### src/pkg/ftx_pkg.sv
package ftx_pkg;

  // Code-group width and nibble width
  localparam int unsigned SYM_W    = 5;
  localparam int unsigned NIB_W    = 4;
  localparam logic [2:0]  SYM_BITS = 3'h5;

  // Control code-groups
  localparam logic [4:0] SYM_IDLE  = 5'h1F;
  localparam logic [4:0] SYM_SSD1  = 5'h18;
  localparam logic [4:0] SYM_SSD2  = 5'h11;
  localparam logic [4:0] SYM_ESD1  = 5'h0D;
  localparam logic [4:0] SYM_ESD2  = 5'h07;
  localparam logic [4:0] SYM_HALT  = 5'h04;

  // Nibble equivalents of control code-groups
  localparam logic [3:0] NIB_IDLE_END = 4'h0;
  localparam logic [3:0] NIB_START    = 4'h5;

  // Scrambler: 11 stages, taps at stages 11 and 9
  localparam int unsigned LFSR_W      = 11;
  localparam int unsigned LFSR_TAP_HI = 10;
  localparam int unsigned LFSR_TAP_LO = 8;
  localparam logic [10:0] LFSR_RST    = 11'h7FF;
  localparam logic [5:0]  SEED_LO     = 6'h2B;

  // Strap settle count after reset release
  localparam logic [1:0]  SEED_WAIT   = 2'h3;

  // Line phases driving the two sides of the driver
  localparam logic [1:0]  PH_POS      = 2'h1;
  localparam logic [1:0]  PH_NEG      = 2'h3;

  // Buffer entry: {err, en, nibble}
  localparam int unsigned ENT_W       = 6;

  function automatic logic [4:0] ftx_enc_4b5b(input logic [3:0] nib);
    logic [4:0] s;
    s = SYM_IDLE;
    case (nib)
      4'h0: s = 5'h1E;
      4'h1: s = 5'h09;
      4'h2: s = 5'h14;
      4'h3: s = 5'h15;
      4'h4: s = 5'h0A;
      4'h5: s = 5'h0B;
      4'h6: s = 5'h0E;
      4'h7: s = 5'h0F;
      4'h8: s = 5'h12;
      4'h9: s = 5'h13;
      4'hA: s = 5'h16;
      4'hB: s = 5'h17;
      4'hC: s = 5'h1A;
      4'hD: s = 5'h1B;
      4'hE: s = 5'h1C;
      4'hF: s = 5'h1D;
      default: s = SYM_IDLE;
    endcase
    return s;
  endfunction

  function automatic logic [3:0] ftx_ctrl_nibble(input logic [4:0] sym, input logic [3:0] dflt);
    logic [3:0] n;
    n = dflt;
    if (sym == SYM_SSD1 || sym == SYM_SSD2) begin
      n = NIB_START;
    end else if (sym == SYM_IDLE || sym == SYM_ESD1 || sym == SYM_ESD2) begin
      n = NIB_IDLE_END;
    end
    return n;
  endfunction

endpackage

### src/design/ftx_buf2.sv
`timescale 1ns/1ns
module ftx_buf2 #(
  parameter int unsigned WIDTH = 6
) (
  input  wire logic             clk_sys,
  input  wire logic             rst_b,
  input  wire logic             ce,
  input  wire logic             in_valid,
  output logic                  in_ready,
  input  wire logic [WIDTH-1:0] in_data,
  output logic                  out_valid,
  input  wire logic             out_ready,
  output logic [WIDTH-1:0]      out_data
);

  typedef struct packed {
    logic [1:0][WIDTH-1:0] mem;
    logic                  wptr;
    logic                  rptr;
    logic [1:0]            cnt;
  } ftx_buf_t;

  ftx_buf_t s_q;
  ftx_buf_t s_d;
  logic     push;
  logic     pop;

  assign in_ready  = (s_q.cnt != 2'h2);
  assign out_valid = (s_q.cnt != 2'h0);
  assign out_data  = s_q.mem[s_q.rptr];
  assign push      = ce & in_valid & in_ready;
  assign pop       = ce & out_valid & out_ready;

  always_comb begin
    s_d = s_q;
    if (push) begin
      s_d.mem[s_q.wptr] = in_data;
      s_d.wptr          = ~s_q.wptr;
    end
    if (pop) begin
      s_d.rptr = ~s_q.rptr;
    end
    case ({push, pop})
      2'b10:   s_d.cnt = s_q.cnt + 2'h1;
      2'b01:   s_d.cnt = s_q.cnt - 2'h1;
      default: s_d.cnt = s_q.cnt;
    endcase
  end

  always_ff @(posedge clk_sys or negedge rst_b) begin
    if (!rst_b) begin
      s_q <= '0;
    end else begin
      s_q <= s_d;
    end
  end

endmodule

### src/design/ftx_coder.sv
`timescale 1ns/1ns
// Functional notes
// [RULE1] Nibbles from the MAC become a scrambled three-level serial stream.
// [RULE2] Data nibbles map to their fixed sixteen 5-bit code-groups.
// [RULE3] First two preamble nibbles are replaced by start pair 11000, 10001.
// [RULE4] Later preamble and data nibbles encode one for one.
// [RULE5] On transmit-enable drop, end pair 01101 then 00111 follows.
// [RULE6] Idle 11111 is sent continuously until the next frame starts.
// [RULE7] Idle and end symbols equal nibble 0000; start symbols equal 0101.
// [RULE8] Code-group 00100 is the halt error symbol, never a data value.
// [RULE9] Scrambler is a closed-loop 11-stage linear feedback shift register.
// [RULE10] Scrambler output is XORed bitwise with the serial code-group stream.
// [RULE11] Scrambler seed comes from the five address strap inputs.
// [RULE12] Scrambled serial stream is NRZI encoded before three-level conversion.
// [RULE13] Three-level stage splits into two streams with alternating one events.
// [RULE14] Outputs carry only three-level symbols; no plain binary mode.
// [RULE15] Encoder stage and scrambler stage each have a bypass option.
// [RULE16] Device supplies the nibble transmit clock to the MAC.
// [RULE17] MAC presents nibble and enable synchronous to that clock.
// [RULE18] Each code-group is sent five bits per nibble period, first bit leftmost.
// [RULE19] NRZI toggles on each one and holds on each zero.
// [RULE20] The ten unused 5-bit patterns are never produced by the encoder.
module ftx_coder
  import ftx_pkg::*;
(
  input  wire logic       clk_sys,
  input  wire logic       rst_b,
  input  wire logic       ce,
  input  wire logic       link_clk,
  input  wire logic [3:0] txd,
  input  wire logic       tx_en,
  input  wire logic       tx_er,
  input  wire logic [4:0] address_strap_inputs,
  input  wire logic       enc_bypass,
  input  wire logic       scr_bypass,
  output logic            tx_clk,
  output logic            tx_line_pair_pos,
  output logic            tx_line_pair_neg,
  output logic            line_bit_stb,
  output logic [4:0]      code_group,
  output logic [3:0]      code_nibble,
  output logic [4:0]      strapped_station_id,
  output logic            buf_in_ready
);

  typedef enum logic [3:0] {
    ST_IDLE = 4'b0001,
    ST_SSD2 = 4'b0010,
    ST_DATA = 4'b0100,
    ST_ESD2 = 4'b1000
  } ftx_state_t;

  typedef struct packed {
    logic              clk_s1;
    logic              clk_s2;
    logic              clk_s3;
    logic [ENT_W-1:0]  dat_s1;
    logic [ENT_W-1:0]  dat_s2;
    logic [4:0]        strap_s1;
    logic [4:0]        strap_s2;
    logic [4:0]        station_id;
    logic [1:0]        seed_cnt;
    logic              seeded;
    logic              clk_out;
    ftx_state_t        st;
    logic [4:0]        shreg;
    logic [2:0]        bitcnt;
    logic [LFSR_W-1:0] lfsr;
    logic              nrzi;
    logic [1:0]        phase;
    logic              line_pos;
    logic              line_neg;
    logic              bit_stb;
    logic [4:0]        cur_sym;
    logic [3:0]        cur_nib;
  } ftx_core_t;

  ftx_core_t        s_q;
  ftx_core_t        s_d;

  logic             cap_fall;
  logic             buf_out_valid;
  logic             buf_out_ready;
  logic [ENT_W-1:0] buf_out_data;
  logic             ent_err;
  logic             ent_en;
  logic [3:0]       ent_nib;

  // Mid-period capture: data is stable a half period after the rise
  assign cap_fall = s_q.seeded & s_q.clk_s3 & ~s_q.clk_s2;

  // Serializer asks for a new entry once the last symbol has gone out
  assign buf_out_ready = s_q.seeded & (s_q.bitcnt == 3'h0);

  assign ent_err = buf_out_data[5];
  assign ent_en  = buf_out_data[4];
  assign ent_nib = buf_out_data[3:0];

  ftx_buf2 #(
    .WIDTH (ENT_W)
  ) u_buf (
    .clk_sys   (clk_sys),
    .rst_b     (rst_b),
    .ce        (ce),
    .in_valid  (cap_fall),
    .in_ready  (buf_in_ready),
    .in_data   (s_q.dat_s2),
    .out_valid (buf_out_valid),
    .out_ready (buf_out_ready),
    .out_data  (buf_out_data)
  );

  always_comb begin
    logic [4:0] sym;
    logic       take;
    logic       nbit;
    logic       key;
    logic       scr;
    logic [1:0] ph;
    sym  = SYM_IDLE;
    take = buf_out_valid & buf_out_ready;
    nbit = 1'b0;
    key  = 1'b0;
    scr  = 1'b0;
    ph   = s_q.phase;
    s_d  = s_q;

    // Two-stage synchronisers for pins from outside this clock
    s_d.clk_s1   = link_clk;
    s_d.clk_s2   = s_q.clk_s1;
    s_d.clk_s3   = s_q.clk_s2;
    s_d.dat_s1   = {tx_er, tx_en, txd};
    s_d.dat_s2   = s_q.dat_s1;
    s_d.strap_s1 = address_strap_inputs;
    s_d.strap_s2 = s_q.strap_s1;

    // [RULE16] forward nibble clock
    s_d.clk_out = s_q.clk_s2;

    // [RULE11] seed from address straps
    if (!s_q.seeded) begin
      if (s_q.seed_cnt == SEED_WAIT) begin
        s_d.seeded     = 1'b1;
        s_d.station_id = s_q.strap_s2;
        s_d.lfsr       = {s_q.strap_s2, SEED_LO};
      end else begin
        s_d.seed_cnt = s_q.seed_cnt + 2'h1;
      end
    end

    s_d.bit_stb = 1'b0;

    if (take) begin
      if (enc_bypass) begin
        // [RULE15] encoder bypass passes raw bits
        sym      = {ent_err, ent_nib};
        s_d.st   = ST_IDLE;
      end else begin
        case (s_q.st)
          ST_IDLE: begin
            if (ent_en) begin
              // [RULE3] first start symbol
              sym    = SYM_SSD1;
              s_d.st = ST_SSD2;
            end else begin
              // [RULE6] idle fill
              sym    = SYM_IDLE;
            end
          end
          ST_SSD2: begin
            // [RULE3] second start symbol
            sym    = SYM_SSD2;
            s_d.st = ST_DATA;
          end
          ST_DATA: begin
            if (!ent_en) begin
              // [RULE5] first end symbol
              sym    = SYM_ESD1;
              s_d.st = ST_ESD2;
            end else if (ent_err) begin
              // [RULE8] halt on MAC error
              sym    = SYM_HALT;
            end else begin
              // [RULE2] [RULE4] [RULE20] table only
              sym    = ftx_enc_4b5b(ent_nib);
            end
          end
          ST_ESD2: begin
            // [RULE5] second end symbol
            sym    = SYM_ESD2;
            s_d.st = ST_IDLE;
          end
          default: begin
            sym    = SYM_IDLE;
            s_d.st = ST_IDLE;
          end
        endcase
      end
      s_d.shreg   = sym;
      s_d.bitcnt  = SYM_BITS;
      s_d.cur_sym = sym;
      // [RULE7] nibble equivalents
      s_d.cur_nib = ftx_ctrl_nibble(sym, ent_nib);
    end else if (s_q.bitcnt != 3'h0) begin
      // [RULE18] leftmost bit first
      nbit       = s_q.shreg[4];
      s_d.shreg  = {s_q.shreg[3:0], 1'b0};
      s_d.bitcnt = s_q.bitcnt - 3'h1;

      // [RULE9] closed-loop 11-stage shift
      key      = s_q.lfsr[LFSR_TAP_HI] ^ s_q.lfsr[LFSR_TAP_LO];
      s_d.lfsr = {s_q.lfsr[LFSR_W-2:0], key};

      // [RULE10] [RULE15] XOR or bypass
      scr = scr_bypass ? nbit : (nbit ^ key);

      // [RULE12] [RULE19] NRZI toggle on one
      s_d.nrzi = s_q.nrzi ^ scr;

      // [RULE13] one events alternate sides
      if (s_d.nrzi != s_q.nrzi) begin
        ph = s_q.phase + 2'h1;
      end
      s_d.phase = ph;

      // [RULE1] [RULE14] three-level only
      s_d.line_pos = (ph == PH_POS);
      s_d.line_neg = (ph == PH_NEG);
      s_d.bit_stb  = 1'b1;
    end
  end

  always_ff @(posedge clk_sys or negedge rst_b) begin
    if (!rst_b) begin
      s_q          <= '0;
      s_q.st       <= ST_IDLE;
      s_q.lfsr     <= LFSR_RST;
      s_q.shreg    <= SYM_IDLE;
      s_q.cur_sym  <= SYM_IDLE;
    end else if (ce) begin
      s_q <= s_d;
    end
  end

  assign tx_clk              = s_q.clk_out;
  assign tx_line_pair_pos    = s_q.line_pos;
  assign tx_line_pair_neg    = s_q.line_neg;
  assign line_bit_stb        = s_q.bit_stb;
  assign code_group          = s_q.cur_sym;
  assign code_nibble         = s_q.cur_nib;
  assign strapped_station_id = s_q.station_id;

endmodule

### config.mk
export PLATFORM = sky130hd
export DESIGN_NAME = ftx_coder
export DESIGN_NICKNAME = d
export VERILOG_FILES = /design/src/pkg/ftx_pkg.sv /design/src/design/ftx_buf2.sv /design/src/design/ftx_coder.sv
export SDC_FILE = /design/constraint.sdc
export NUM_CORES = 1
export LEC_CHECK = 0
export ABC_AREA = 1
export BUFFER_PORTS_ARGS = -buffer_cell sky130_fd_sc_hd__buf_2
export CAP_MARGIN = 20
export CORE_MARGIN = 2
export CORE_UTILIZATION = 58
export DETAILED_ROUTE_END_ITERATION = 12
export PLACE_DENSITY = 0.81
export SETUP_SLACK_MARGIN = 0.15
export SLEW_MARGIN = 10
export SYNTH_ARGS = -nofsm -noshare
export SYNTH_HDL_FRONTEND = slang
export SYNTH_SLANG_ARGS = --single-unit
### constraint.sdc
create_clock -name clk_sys -period 2.5 [get_ports clk_sys]
set_clock_uncertainty 0.05 [all_clocks]
set_input_delay 0.125 -clock clk_sys [delete_from_list [all_inputs] [get_ports clk_sys]]
set_output_delay 0.125 -clock clk_sys [all_outputs]
set_load 0.03 [all_outputs]
==> impl_metrics.sql <==
INSERT INTO impl_metrics (metric_group, metric, value, unit) VALUES
('route', 'drc', '0', ''),
('power_and_ir_drop', 'sequential_power_share', '41.5', '%'),
('timing', 'worst_slew_margin_rel', '60.80', '%'),
('timing', 'tns', '0', 'ns'),
('setup_path', 'crit_type', 'flip-flop to flip-flop', ''),
('cts', 'tritoncts.num_buffers', '9', ''),
('cts', 'cts_htree_levels', '3', ''),
('setup_path', 'worstPathRequired', '2.76', 'ns'),
('synth', 'synth.yosys.warnings', '0', ''),
('placed_design', 'detailed_place.area', '4372', 'µm²'),
('power_and_ir_drop', 'static-leakage-power', '2.372', 'nW'),
('route', 'wirelength', '7.916', 'mm'),
('route', 'drtIter0Drc', '169', ''),
('cts', 'cts.path.max_buffers', '2', ''),
('synth', 'yosys_reg_bits', '86', ''),
('global_routing', 'gr-total-overflow', '0', ''),
('power_and_ir_drop', 'cellInternalPower', '3.096', 'mW'),
('timing', 'fmax', '492.9', 'MHz'),
('synth', 'asyncSetResetFlopFracSynth', '100.0', '%'),
('synth', 'netlist_instances', '503', ''),
('placed_design', 'dp_slack', '0.5105', 'ns'),
('placed_design', 'numPortBuffers', '35', ''),
('synth', 'mappedNetlistNets', '524', ''),
('finish', 'final_area', '4711', 'µm²'),
('timing', 'fin_crit_sh', '81.15', '%'),
('route', 'drt_first_pass_iters', '5', ''),
('cts', 'ctsResizeCount', '0', ''),
('cts', 'cts_hold_buf', '13', ''),
('route', 'detail-route-antenna-nets', '0', ''),
('route', 'route.detailed.wl_per_inst', '12.29', 'µm'),
('setup_path', 'worstSetupStartpointType', 'flip-flop', ''),
('timing', 'rsz_0062_raised_after_global_routing', 'false', ''),
('power_and_ir_drop', 'p_comb_share', '42.1', '%'),
('finish', 'filler_cell_count', '598', ''),
('placed_design', 'gpl.final_weighted_congestion', '0.9231', ''),
('cts', 'ctsRootBufferMaster', 'clkbuf_8', ''),
('timing', 'min_period', '2.029', 'ns'),
('finish', 'area_delta_synth_final', '12.42', '%'),
('finish', 'final_core_util', '68.21', '%'),
('route', 'viasPerCell', '5.020', ''),
('global_routing', 'grt_pass1_vias', '3201', ''),
('finish', 'multi_input_comb_area', '1605', 'µm²'),
('finish', 'layout-drive-gt1-share', '22.26', '%'),
('synth', 'ys_dominant_reg_cell', 'dfrtp_1', ''),
('global_routing', 'antenna_found_initial', '0', ''),
('cts', 'postCtsSetupBuffers', '0', ''),
('route', 'dr_total_vias', '3233', ''),
('synth', 'syn-mean-instance-area', '8.331', 'µm²'),
('setup_path', 'worstPathArrival', '2.28', 'ns'),
('synth', 'syn_area', '4190', 'µm²'),
('die', 'die_x', '89.00', 'µm'),
('finish', 'area.sequential', '2180', 'µm²'),
('finish', 'final-instance-count-excl-fill', '644', ''),
('die', 'core_area', '6907', 'µm²'),
('cts', 'insertion_delay', '0.35', 'ns'),
('power_and_ir_drop', 'p_switching', '2.323', 'mW'),
('power_and_ir_drop', 'vdd.ir_drop.worst', '0.5226', 'mV'),
('setup_path', 'crit_fanout', '9', ''),
('power_and_ir_drop', 'power.clock.fraction', '16.4', '%'),
('setup_path', 'timing.critical_path.to_type', 'flip-flop', ''),
('min_path', 'min_path_type', 'input pin to flip-flop', ''),
('cts', 'clkSlewWorstSetupHoldPaths', '0.09', 'ns'),
('die', 'die_h', '89.00', 'µm'),
('run', 'max-cap-violations', '0', ''),
('die', 'floorplan.die_area', '7920', 'µm²'),
('placed_design', 'dp.final_hpwl', '5.635', 'mm'),
('global_routing', 'global_route.usage.total', '22.43', '%'),
('run_status', 'run_status', 'finished, final reports clean', ''),
('timing', 'timing.final.max_slew_violations', '0', ''),
('synth', 'synth-seq-area-share', '52.02', '%'),
('synth', 'edff_count_synth', '0', '');
logic make-up (layout without fill, tap and decap cells):
family	Yosys count	after routing	synth area share, %
xor+xnor	8	8	1.672
simple gates	243	243	25.38
flops	86	86	52.02
buf+inv	89	134	9.674
fa+ha+maj	4	4	1.194
compound gates	71	71	9.525
mux	2	2	0.5374
final timing paths:
kind	endpoint	depth (start not counted)	slack, ns	start
max reg2reg	s_q[15]	7	0.47	s_q[28]
max in group asynchronous	s_q[30]	3	1.65	rst_b
max	s_q[15]	7	0.47	s_q[28]
min in group asynchronous	s_q[37]	2	0.12	rst_b
min	s_q[36]	2	0.02	enc_bypass
min reg2reg	s_q[29]	2	0.42	s_q[29]
synth_stat cells, types with 3 or more instances:
master / count / area share [%]
nand2_1: 165 / 15
dfrtp_1: 64 / 38
inv_1: 49 / 4.4
o21ai_0: 38 / 4.5
nor2_1: 24 / 2.1
dfstp_2: 22 / 14
nand3_1: 21 / 2.5
a21oi_1: 15 / 1.8
buf_4: 14 / 2.5
nand2_2: 13 / 1.9
inv_2: 9 / 0.81
clkbuf_1: 6 / 0.54
nor2_2: 6 / 0.90
xor2_1: 6 / 1.3
clkinv_1: 4 / 0.36
ha_1: 4 / 1.2
nand2_4: 4 / 1.1
nor3_1: 4 / 0.48
o22ai_1: 4 / 0.60
a22oi_1: 3 / 0.54
buf_2: 3 / 0.36
o221ai_1: 3 / 0.63
per-layer routing:
layer	GRT usage [%]	share of wire [%]
met5	0	0
met4	8.548	1.6
met3	3.878	2.2
met2	38.20	49
met1	28.82	47
through the flow:
| step | hold slack (ns) | total power, mW |
|---|---|---|
| after floorplan | -0.2206 | 4.083 |
| after CTS | 0.007109 | 5.447 |
| after global placement | 0.2752 | 4.439 |
| after detailed placement | 0.2794 | 4.533 |
| final | 0.01734 | 5.420 |
| after global routing | 0.02389 | 5.881 |
cell usage in the layout (no fill, tap or decap), types with 3 or more instances in the layout:
| cell type | n |
|---|---|
| a21oi_1 | 15 |
| a22oi_1 | 3 |
| buf_2 | 34 |
| buf_4 | 7 |
| clkbuf_8 | 9 |
| clkinv_1 | 5 |
| clkinvlp_4 | 3 |
| dfrtp_1 | 64 |
| dfstp_2 | 22 |
| dlygate4sd3_1 | 13 |
| ha_1 | 4 |
| inv_1 | 49 |
| inv_2 | 9 |
| inv_8 | 3 |
| nand2_1 | 165 |
| nand2_2 | 13 |
| nand2_4 | 4 |
| nand3_1 | 21 |
| nor2_1 | 24 |
| nor2_2 | 6 |
| nor3_1 | 4 |
| o21ai_0 | 38 |
| o221ai_1 | 3 |
| o22ai_1 | 4 |
| xor2_1 | 6 |
state kept, by name, summed over array words and instances (netlist names):
register             flops
tx_line_pair_pos         1
code_group               5
code_nibble              4
tx_clk                   1
s_q                     39
line_bit_stb             1
tx_line_pair_neg         1
u_buf.s_q               16
strapped_station_id      5
s_d                     13
cell type report:
type,count,area share (%)
Tap cell,96,2.550
Timing Repair Buffer,55,8.074
Clock inverter,7,1.222
Inverter,63,5.179
Sequential cell,86,46.27
Multi-Input combinational cell,328,34.08
Clock buffer,9,2.629
power by group through the flow:
stage               registers (mW)  logic [mW]  clock network (mW)
finish                        2.25        2.28               0.890
global route                  2.30        2.60               0.975
CTS                           2.25        2.29               0.911
detailed placement            2.27        2.26                   0
global placement              2.25        2.19                   0
floorplan                     2.21        1.87                   0
critical path: stages, from the launching register on:
cell and delay, ns:
dfrtp_1 0.40, inv_1 0.08, ha_1 0.26, nor2_1 0.35, clkinv_1 0.34, nand2_1 0.32, o22ai_1 0.12, inv_1 0.07
(Power assumes the default switching activity.)
